===== config.mk =====
export PLATFORM = sky130hd
export DESIGN_NAME = serial_port
export DESIGN_NICKNAME = d
export VERILOG_FILES = /design/src/serial_port_pkg.sv /design/src/sync_fifo.sv /design/src/serial_port.sv
export VERILOG_INCLUDE_DIRS = /design/src
export SDC_FILE = /design/constraint.sdc
export NUM_CORES = 1
export LEC_CHECK = 0
export BUFFER_PORTS_ARGS = -buffer_cell sky130_fd_sc_hd__buf_4
export CORE_UTILIZATION = 60
export CTS_CLUSTER_DIAMETER = 60
export CTS_CLUSTER_SIZE = 10
export DETAILED_ROUTE_END_ITERATION = 10
export HOLD_SLACK_MARGIN = 0.15
export MAX_ROUTING_LAYER = met4
export PLACE_DENSITY = 0.8
export RECOVER_POWER = 100
export SLEW_MARGIN = 40
export SYNTH_ARGS = -nofsm -noshare
export SYNTH_HDL_FRONTEND = slang
export SYNTH_SLANG_ARGS = --single-unit

===== constraint.sdc =====
create_clock -name clk_i -period 3.3 [get_ports clk_i]
set_input_delay 0.825 -clock clk_i [delete_from_list [all_inputs] [get_ports clk_i]]
set_output_delay 0.825 -clock clk_i [all_outputs]
set_load 0.1 [all_outputs]

===== src/serial_port_params.svh =====
// Constants for the serial port: reset values, frame sizes and clock divides.
`ifndef SERIAL_PORT_PARAMS_SVH
`define SERIAL_PORT_PARAMS_SVH

`define SP_FIFO_DEPTH 4
`define SP_FIFO_WIDTH 8
`define SP_DIV_SYS4 6'h03
`define SP_DIV_SYS12 6'h0B
`define SP_DIV12_SECOND 6'h17
`define SP_DIV12_THIRD 6'h23
`define SP_DIV_SYS48 6'h2F
`define SP_DIV_OSC8 3'h7
`define SP_TIMER_TOP 8'hFF
`define SP_BITS_8BIT 4'hA
`define SP_BITS_9BIT 4'hB
`define SP_DATA_BITS 3'h7
`define SP_FRAME_IDLE 11'h7FF
`define SP_RST_BYTE 8'h00
`define SP_RST_COUNT 8'h00

`endif


===== src/serial_port_pkg.sv =====
// Types shared by the serial port design files.
package serial_port_pkg;

    typedef enum logic [2:0]
    {
        SRC_SYS,
        SRC_SYS_DIV4,
        SRC_SYS_DIV12,
        SRC_SYS_DIV48,
        SRC_OSC_DIV8,
        SRC_EXT_PIN
    } clk_src_t;

    typedef enum logic [0:0]
    {
        TX_IDLE,
        TX_BUSY
    } tx_state_t;

    typedef enum logic [2:0]
    {
        RX_IDLE,
        RX_START,
        RX_DATA,
        RX_NINTH,
        RX_STOP
    } rx_state_t;

endpackage


===== src/sync_fifo.sv =====
// Small flip-flop FIFO with valid/ready on both sides and registered flags.
`timescale 1ns/1ps
module sync_fifo #(
    parameter int WIDTH = 8,
    parameter int DEPTH = 4
) (
    input wire logic clk_i,              // System clock.
    input wire logic nrst_i,             // Asynchronous reset, active low.
    input wire logic in_valid_i,         // Writer offers a word.
    input wire logic [WIDTH-1:0] in_data_i, // Word offered.
    output logic in_ready_o,             // Room for a word, registered.
    output logic out_valid_o,            // Word available, registered.
    output logic [WIDTH-1:0] out_data_o, // Oldest word.
    input wire logic out_ready_i         // Reader takes the word.
);
    localparam int AW = (DEPTH > 1) ? $clog2(DEPTH) : 1;
    localparam int CW = $clog2(DEPTH + 1);

    logic [WIDTH-1:0] mem_q [DEPTH];
    logic [AW-1:0] wr_ptr_q;
    logic [AW-1:0] rd_ptr_q;
    logic [CW-1:0] count_q;
    logic [CW-1:0] count_d;
    logic push;
    logic pop;

    assign push = in_valid_i && in_ready_o;
    assign pop = out_valid_o && out_ready_i;
    assign out_data_o = mem_q[rd_ptr_q];

    always_comb
    begin
        count_d = count_q;
        if (push && !pop)
            count_d = count_q + CW'(1);
        else if (pop && !push)
            count_d = count_q - CW'(1);
    end

    always_ff @(posedge clk_i or negedge nrst_i)
    begin
        if (!nrst_i)
        begin
            count_q <= '0;
            in_ready_o <= 1'b1;
            out_valid_o <= 1'b0;
        end
        else
        begin
            count_q <= count_d;
            in_ready_o <= (count_d != CW'(DEPTH));
            out_valid_o <= (count_d != '0);
        end
    end

    // Pointers wrap by hand so a depth that is not a power of two still works.
    always_ff @(posedge clk_i or negedge nrst_i)
    begin
        if (!nrst_i)
        begin
            wr_ptr_q <= '0;
            rd_ptr_q <= '0;
        end
        else
        begin
            if (push)
                wr_ptr_q <= (wr_ptr_q == AW'(DEPTH - 1)) ? '0 : wr_ptr_q + AW'(1);
            if (pop)
                rd_ptr_q <= (rd_ptr_q == AW'(DEPTH - 1)) ? '0 : rd_ptr_q + AW'(1);
        end
    end

    always_ff @(posedge clk_i)
    begin
        if (push)
            mem_q[wr_ptr_q] <= in_data_i;
    end
endmodule


===== src/serial_port.sv =====
// Full-duplex asynchronous serial port with its timer-based bit clocks.
// Summary of operation
// - Asynchronous full duplex, 8-bit or 9-bit frames, both at variable bit rate.
// - Every data write the queue accepts goes to the transmit side, whatever the receiver does.
// - Data reads return the receive buffer; transmit data is never readable.
// - Receive is double buffered; a new byte may arrive before the old is read.
// - With interrupts enabled, a set done flag raises the interrupt.
// - Done flags stay set until software clears them.
// - Bit timing comes from an 8-bit auto-reload timer.
// - Transmit uses the timer low count; receive uses a hidden copy.
// - Each counter's overflows are halved to give its bit rate.
// - Receive counter runs with the timer and shares the reload value.
// - A start edge forces a reload of the receive counter.
// - Timer clock picks one of six sources.
// - Bit rate is timer clock over 256 minus reload, halved.
// - 8-bit frame: start, eight data bits LSB first, stop into ninth field.
// - 9-bit frame sends the written ninth bit; received ninth kept, stop ignored.
// - Transmit done sets at the start of the stop bit.
// - Received byte loads only if the flag is clear and filtering passes.
`timescale 1ns/1ps
`include "serial_port_params.svh"
module serial_port (
    input wire logic clk_i,                    // System clock, 50 MHz.
    input wire logic nrst_i,                   // Asynchronous reset, active low.
    input wire logic data_wr_i,                // Write strobe for the data buffer.
    input wire logic [7:0] data_wr_byte_i,     // Byte written to the data buffer.
    output logic tx_ready_o,                   // Transmit queue can take a byte.
    output logic [7:0] data_rd_byte_o,         // Buffered receive byte.
    input wire logic frame_mode_select_i,      // 0: 8-bit frames, 1: 9-bit frames.
    input wire logic multiproc_filter_en_i,    // Load only when ninth or stop bit is 1.
    input wire logic rx_enable_bit_i,          // Receiver enable.
    input wire logic tx_ninth_bit_i,           // Ninth bit sent in 9-bit frames.
    output logic rx_ninth_bit_o,               // Received ninth bit or stop bit.
    output logic tx_done_flag_o,               // Transmit complete, sticky.
    output logic rx_done_flag_o,               // Receive complete, sticky.
    input wire logic tx_done_clr_i,            // Clears the transmit done flag.
    input wire logic rx_done_clr_i,            // Clears the receive done flag.
    input wire logic irq_en_i,                 // Interrupt enable.
    output logic irq_o,                        // Interrupt request, level.
    input wire logic timer_run_i,              // Baud timer enable.
    input wire serial_port_pkg::clk_src_t timer_clk_sel_i, // Timer clock source.
    input wire logic [7:0] baud_timer_reload_i, // Reload value of the timer.
    input wire logic timer_ext_input_i,        // External timer input pin.
    input wire logic ext_osc_i,                // External oscillator clock level.
    output logic serial_tx_pin_o,              // Serial transmit line.
    input wire logic serial_rx_pin_i           // Serial receive line.
);
    import serial_port_pkg::*;

    logic [5:0] pre_q;
    logic [2:0] osc_div_q;
    logic osc_prev_q;
    logic ext_prev_q;
    logic tick;
    logic [7:0] baud_timer_low_count_q;
    logic [7:0] rx_count_q;
    logic tx_ovf;
    logic rx_ovf;
    logic tx_half_q;
    logic rx_half_q;
    logic tx_baud;
    logic rx_sample;
    logic rx_prev_q;
    logic start_seen;
    logic fifo_valid;
    logic [7:0] fifo_data;
    logic fifo_pop;
    tx_state_t tx_state_q;
    logic [10:0] tx_sh_q;
    logic [3:0] tx_cnt_q;
    logic tx_done_set;
    rx_state_t rx_state_q;
    logic [7:0] rx_sh_q;
    logic [2:0] rx_bit_q;
    logic rx_b9_q;
    logic rx_end;
    logic rx_load;
    logic rx_b9_final;

    // Prescaler edges are built from the one system clock, so the timer never
    // runs in a second domain; the external sources must be slower than clk_i/2.
    always_ff @(posedge clk_i or negedge nrst_i)
    begin
        if (!nrst_i)
        begin
            pre_q <= '0;
            osc_div_q <= '0;
            osc_prev_q <= 1'b0;
            ext_prev_q <= 1'b0;
        end
        else
        begin
            osc_prev_q <= ext_osc_i;
            ext_prev_q <= timer_ext_input_i;
            if (pre_q == `SP_DIV_SYS48)
                pre_q <= '0;
            else
                pre_q <= pre_q + 6'h01;
            if (ext_osc_i && !osc_prev_q)
                osc_div_q <= osc_div_q + 3'h1;
        end
    end

    always_comb
    begin
        tick = 1'b0;
        case (timer_clk_sel_i)
            SRC_SYS: tick = 1'b1;
            SRC_SYS_DIV4: tick = (pre_q[1:0] == 2'(`SP_DIV_SYS4));
            SRC_SYS_DIV12: tick = (pre_q == `SP_DIV_SYS12) || (pre_q == `SP_DIV12_SECOND)
                || (pre_q == `SP_DIV12_THIRD) || (pre_q == `SP_DIV_SYS48);
            SRC_SYS_DIV48: tick = (pre_q == `SP_DIV_SYS48);
            SRC_OSC_DIV8: tick = ext_osc_i && !osc_prev_q && (osc_div_q == `SP_DIV_OSC8);
            SRC_EXT_PIN: tick = timer_ext_input_i && !ext_prev_q;
            default: tick = 1'b0;
        endcase
        tick = tick && timer_run_i;
    end

    // Both counters wrap from the top to the shared reload value.
    assign tx_ovf = tick && (baud_timer_low_count_q == `SP_TIMER_TOP);
    assign rx_ovf = tick && (rx_count_q == `SP_TIMER_TOP) && !start_seen;
    assign tx_baud = tx_ovf && tx_half_q;
    assign rx_sample = rx_ovf && !rx_half_q;

    always_ff @(posedge clk_i or negedge nrst_i)
    begin
        if (!nrst_i)
        begin
            baud_timer_low_count_q <= `SP_RST_COUNT;
            tx_half_q <= 1'b0;
        end
        else if (tick)
        begin
            if (tx_ovf)
            begin
                baud_timer_low_count_q <= baud_timer_reload_i;
                tx_half_q <= !tx_half_q;
            end
            else
                baud_timer_low_count_q <= baud_timer_low_count_q + 8'h01;
        end
    end

    // The receive copy is realigned on the start edge, so its first overflow
    // lands half a bit later, in the middle of the start bit.
    always_ff @(posedge clk_i or negedge nrst_i)
    begin
        if (!nrst_i)
        begin
            rx_count_q <= `SP_RST_COUNT;
            rx_half_q <= 1'b0;
        end
        else if (start_seen)
        begin
            rx_count_q <= baud_timer_reload_i;
            rx_half_q <= 1'b0;
        end
        else if (tick)
        begin
            if (rx_ovf)
            begin
                rx_count_q <= baud_timer_reload_i;
                rx_half_q <= !rx_half_q;
            end
            else
                rx_count_q <= rx_count_q + 8'h01;
        end
    end

    // A write while the queue is full is dropped; tx_ready_o tells the writer.
    sync_fifo #(
        .WIDTH(`SP_FIFO_WIDTH),
        .DEPTH(`SP_FIFO_DEPTH)
    ) tx_fifo (
        .clk_i(clk_i),
        .nrst_i(nrst_i),
        .in_valid_i(data_wr_i),
        .in_data_i(data_wr_byte_i),
        .in_ready_o(tx_ready_o),
        .out_valid_o(fifo_valid),
        .out_data_o(fifo_data),
        .out_ready_i(fifo_pop)
    );

    assign fifo_pop = (tx_state_q == TX_IDLE) && fifo_valid;

    always_ff @(posedge clk_i or negedge nrst_i)
    begin
        if (!nrst_i)
        begin
            tx_state_q <= TX_IDLE;
            tx_sh_q <= `SP_FRAME_IDLE;
            tx_cnt_q <= '0;
            serial_tx_pin_o <= 1'b1;
        end
        else
        begin
            case (tx_state_q)
                TX_IDLE:
                begin
                    if (fifo_pop)
                    begin
                        // Stop (not shifted out in 8-bit frames), ninth (the stop in 8-bit frames), data LSB first, start.
                        tx_sh_q <= {1'b1, frame_mode_select_i ? tx_ninth_bit_i : 1'b1,
                            fifo_data, 1'b0};
                        tx_cnt_q <= frame_mode_select_i ? `SP_BITS_9BIT : `SP_BITS_8BIT;
                        tx_state_q <= TX_BUSY;
                    end
                end
                TX_BUSY:
                begin
                    if (tx_baud)
                    begin
                        if (tx_cnt_q == 4'h0)
                            tx_state_q <= TX_IDLE;
                        else
                        begin
                            serial_tx_pin_o <= tx_sh_q[0];
                            tx_sh_q <= {1'b1, tx_sh_q[10:1]};
                            tx_cnt_q <= tx_cnt_q - 4'h1;
                        end
                    end
                end
                default: tx_state_q <= TX_IDLE;
            endcase
        end
    end

    assign tx_done_set = (tx_state_q == TX_BUSY) && tx_baud && (tx_cnt_q == 4'h1);

    // Set wins over a clear in the same cycle so no completion is lost.
    always_ff @(posedge clk_i or negedge nrst_i)
    begin
        if (!nrst_i)
            tx_done_flag_o <= 1'b0;
        else if (tx_done_set)
            tx_done_flag_o <= 1'b1;
        else if (tx_done_clr_i)
            tx_done_flag_o <= 1'b0;
    end

    assign start_seen = (rx_state_q == RX_IDLE) && rx_enable_bit_i
        && rx_prev_q && !serial_rx_pin_i;
    assign rx_end = (rx_state_q == RX_STOP) && rx_sample;
    assign rx_b9_final = frame_mode_select_i ? rx_b9_q : serial_rx_pin_i;
    assign rx_load = rx_end && !rx_done_flag_o
        && (!multiproc_filter_en_i || rx_b9_final);

    always_ff @(posedge clk_i or negedge nrst_i)
    begin
        if (!nrst_i)
        begin
            rx_state_q <= RX_IDLE;
            rx_prev_q <= 1'b1;
            rx_sh_q <= `SP_RST_BYTE;
            rx_bit_q <= '0;
            rx_b9_q <= 1'b0;
        end
        else
        begin
            rx_prev_q <= serial_rx_pin_i;
            case (rx_state_q)
                RX_IDLE:
                begin
                    if (start_seen)
                        rx_state_q <= RX_START;
                end
                RX_START:
                begin
                    // A line that is high again mid start bit was a glitch.
                    if (rx_sample)
                    begin
                        rx_state_q <= serial_rx_pin_i ? RX_IDLE : RX_DATA;
                        rx_bit_q <= '0;
                    end
                end
                RX_DATA:
                begin
                    if (rx_sample)
                    begin
                        rx_sh_q <= {serial_rx_pin_i, rx_sh_q[7:1]};
                        rx_bit_q <= rx_bit_q + 3'h1;
                        if (rx_bit_q == `SP_DATA_BITS)
                            rx_state_q <= frame_mode_select_i ? RX_NINTH : RX_STOP;
                    end
                end
                RX_NINTH:
                begin
                    if (rx_sample)
                    begin
                        rx_b9_q <= serial_rx_pin_i;
                        rx_state_q <= RX_STOP;
                    end
                end
                RX_STOP:
                begin
                    if (rx_sample)
                        rx_state_q <= RX_IDLE;
                end
                default: rx_state_q <= RX_IDLE;
            endcase
        end
    end

    // The shift register keeps collecting while the holding register waits.
    always_ff @(posedge clk_i or negedge nrst_i)
    begin
        if (!nrst_i)
        begin
            data_rd_byte_o <= `SP_RST_BYTE;
            rx_ninth_bit_o <= 1'b0;
        end
        else if (rx_load)
        begin
            data_rd_byte_o <= rx_sh_q;
            rx_ninth_bit_o <= rx_b9_final;
        end
    end

    always_ff @(posedge clk_i or negedge nrst_i)
    begin
        if (!nrst_i)
            rx_done_flag_o <= 1'b0;
        else if (rx_load)
            rx_done_flag_o <= 1'b1;
        else if (rx_done_clr_i)
            rx_done_flag_o <= 1'b0;
    end

    always_ff @(posedge clk_i or negedge nrst_i)
    begin
        if (!nrst_i)
            irq_o <= 1'b0;
        else
            irq_o <= irq_en_i && (tx_done_flag_o || rx_done_flag_o);
    end
endmodule


==> impl_metrics.json <==
{
  "clk_latency_ns": 0.52,
  "synth_edf_count": 32,
  "use_met2_pct": 42.1,
  "cts-root-buf": "clkbuf_8",
  "setup_viol": 0,
  "clkTransAtPathRegs_ns": 0.06,
  "synth.distinct_cells": 64,
  "finalPower_mw": 4.29,
  "grt_first_pass_wirelength_mm": 18.4,
  "syn_to_final_growth_pct": 17.9,
  "grt_antenna_before_repair": 0,
  "synth_cells": 460,
  "die_h_um": 97.4,
  "fillers": 584,
  "critical_path_arrival_ns": 3.29,
  "final_layout_size_suffix_gt1_share_pct": 16.9,
  "grt-busiest-layer": "met2",
  "syn_avg_cell_area_um2": 11.9,
  "slowest_stage": "a21boi_1",
  "antenna_cells": 0,
  "final_cell_area_um2": 6440,
  "max_freq_mhz": 344,
  "place_inst": 601,
  "rsz0062_at_grt": "false",
  "utilization_pct": 73.5,
  "cts_tree": "done",
  "skew_ns": 0.0120,
  "row_count": 34,
  "numPortBuffers": 46,
  "period_needed_ns": 2.91,
  "cp.required_ns": 3.68,
  "path_max_fanout": 20,
  "netlist_area_um2": 5460,
  "layout_setup_ws_ns": 0.392,
  "synthArstFlopShare_pct": 71.9,
  "first_pass_iters": 5,
  "grt_usage_pct": 25.8,
  "vias_per_cell": 6.07,
  "cts.sinks": 114,
  "drc_errors": 0,
  "drtIter0Drc": 215,
  "ys.flop_type": "dfrtp_1",
  "worstSetupPathType": "reg2reg",
  "fin_nets": 563,
  "cts_buffers": 17,
  "drtAntennaViolNets": 0,
  "dp_hpwl_mm": 7.10,
  "tightest_slew_ns": 1.18,
  "outcome": "finished, final reports clean",
  "finalMaxSlewViolations": 0,
  "postPlaceCellArea_um2": 5910,
  "cts_resized": 0,
  "grt_overflow": 0,
  "global_route.usage.met3_pct": 6.76,
  "max_slew_margin_pct": 21.6,
  "critPathMaxStageDelay_ns": 0.60,
  "h-tree-depth": 4,
  "ios": 47,
  "wl_mm": 11.2,
  "initial_core_util_pct": 62.3,
  "startpoint_type": "flip-flop",
  "seq_area_frac_synth_pct": 55.5,
  "num_vias": 3854,
  "leakage_nw": 2.68,
  "finalCritPeriodShare_pct": 88.1,
  "crit_path_end_kind": "flip-flop",
  "place_ws_ns": 0.303,
  "ys_ff_latch": 114,
  "grt_pass1_vias": 3873,
  "hold_path_class": "in2reg",
  "routabilityCongestion": 0.815,
  "max_cap_viol_count": 0,
  "gr-usage-met1_pct": 30.2,
  "grt_max_degree": 83,
  "path_cells": "ha_1 > nor2b_1 > nand3_1 > a21boi_1 > clkbuf_1 > a21boi_2 > clkbuf_2 > a41oi_1 > a21oi_1",
  "die-area_um2": 9490,
  "synth_warnings": 0,
  "clockBufferDepth": 2,
  "die_w_um": 97.4,
  "fp.coreArea_um2": 8760,
  "synth_fp_nets": 509,
  "power_density_nw_per_um2": 667,
  "ir_worst_vdd_mv": 0.749,
  "tns_ns": 0,
  "fin_cells": 635,
  "finalHoldViolCount": 0,
  "drt-wirelength-per-cell_um": 17.6,
  "whs_ns": 0.449
}
## synthesized netlist by cell type, types with 12 or more instances
library cell | n | share of area [%]
mux2_1 | 19 | 3.9
dfstp_2 | 13 | 6.3
inv_1 | 16 | 1.1
a21oi_1 | 25 | 2.3
nor2_1 | 26 | 1.8
clkbuf_1 | 12 | 0.82
nand2_1 | 42 | 2.9
o21ai_0 | 14 | 1.3
mux2i_1 | 16 | 2.9
and3_1 | 13 | 1.5
dfrtp_1 | 69 | 32
edfxtp_1 | 32 | 18
ha_1 | 16 | 3.7
nand3_1 | 14 | 1.3
## worst paths after layout
path	from	end	slack, ns	cells past startpoint
hold / removal	ext_osc_i	osc_prev_q	0.45	1
setup reg to reg	pre_q[0]	baud_timer_low_count_q[7]	0.39	9
hold reg to reg	osc_div_q[0]	osc_div_q[0]	0.48	1
min in group asynchronous	nrst_i	pre_q[3]	1.03	2
setup / recovery	pre_q[0]	baud_timer_low_count_q[7]	0.39	9
max in group asynchronous	nrst_i	rx_sh_q[1]	0.77	3
## report_power, final
part	switching, mW	total [mW]	leakage (nW)	internal (mW)
Sequential	0.116	1.76	1.30	1.64
Combinational	0.294	0.519	1.07	0.225
Clock	0.703	2.02	0.312	1.31
## flip-flops by register name, indices dropped and copies added, names as in the netlist, 2 cells and up
register                count
pre_q                       6
baud_timer_low_count_q      8
rx_count_q                  8
osc_div_q                   3
tx_fifo.count_q             3
rx_bit_q                    3
tx_fifo.wr_ptr_q            2
tx_sh_q                    10
rx_sh_q                     8
rx_state_q                  3
tx_fifo.mem_q              32
tx_fifo.rd_ptr_q            2
data_rd_byte_o              8
tx_cnt_q                    4
## layout make-up
class / instances / area (µm²) / share of cell area (%)
clock inverters: 15 / 228 / 3.54
flip-flops and latches: 114 / 3030 / 47.0
repair buffers: 57 / 319 / 4.95
clock buffers: 17 / 414 / 6.43
inverters: 16 / 60.1 / 0.933
well taps: 108 / 135 / 2.10
multi-input cells: 308 / 2250 / 35.0
## timing repair
item	in CTS	in global routing
endpoints found under the hold margin	0	20
hold buffers	0	1
buffers inserted	0	0
## worst max-delay path, delay by kind of cell, from the launching register on
family | cells | cell delay [ns]
buf+inv | 2 | 0.69
simple gates | 2 | 0.26
flops | 1 | 0.42
compound gates | 4 | 1.10
fa+ha+maj | 1 | 0.30
## layer usage
metal  vias up  wire [µm]
met5         -          0
met4         0        189
met3        20        570
met2       126       5820
met1      1905       4580
li1       1803          -
## cells by family (layout without fill, tap and decap cells)
| kind of cell | Yosys count | after routing | share of synthesized area (%) |
|---|---|---|---|
| flip-flops | 114 | 114 | 55.5 |
| XOR/XNOR | 10 | 10 | 1.60 |
| buffers and inverters | 38 | 105 | 3.12 |
| AND/OR/NAND/NOR | 137 | 137 | 12.4 |
| AO/OA/AOI/OAI | 99 | 99 | 13.0 |
| multiplexers | 46 | 46 | 10.8 |
| adder cells (fa/ha/maj) | 16 | 16 | 3.67 |
## layout by cell type (no fill, tap or decap), types with 4 or more instances in the layout
| master | instances |
|---|---|
| dfstp_2 | 12 |
| mux2i_1 | 16 |
| bufinv_16 | 5 |
| buf_4 | 24 |
| nor3_1 | 8 |
| o211ai_1 | 4 |
| nand3_1 | 14 |
| o32ai_1 | 8 |
| a21oi_1 | 25 |
| clkbuf_16 | 16 |
| a31oi_1 | 8 |
| o21ai_0 | 15 |
| and3_1 | 13 |
| nand2b_1 | 4 |
| edfxtp_1 | 32 |
| ha_1 | 16 |
| clkbuf_1 | 29 |
| nor2b_1 | 8 |
| inv_6 | 5 |
| mux4_2 | 8 |
| nand2_1 | 42 |
| xnor2_1 | 8 |
| inv_1 | 16 |
| a21o_1 | 8 |
| dfrtp_1 | 69 |
| nor2_1 | 26 |
| mux2_1 | 19 |
No activity file was read; power rests on OpenSTA's default activity.
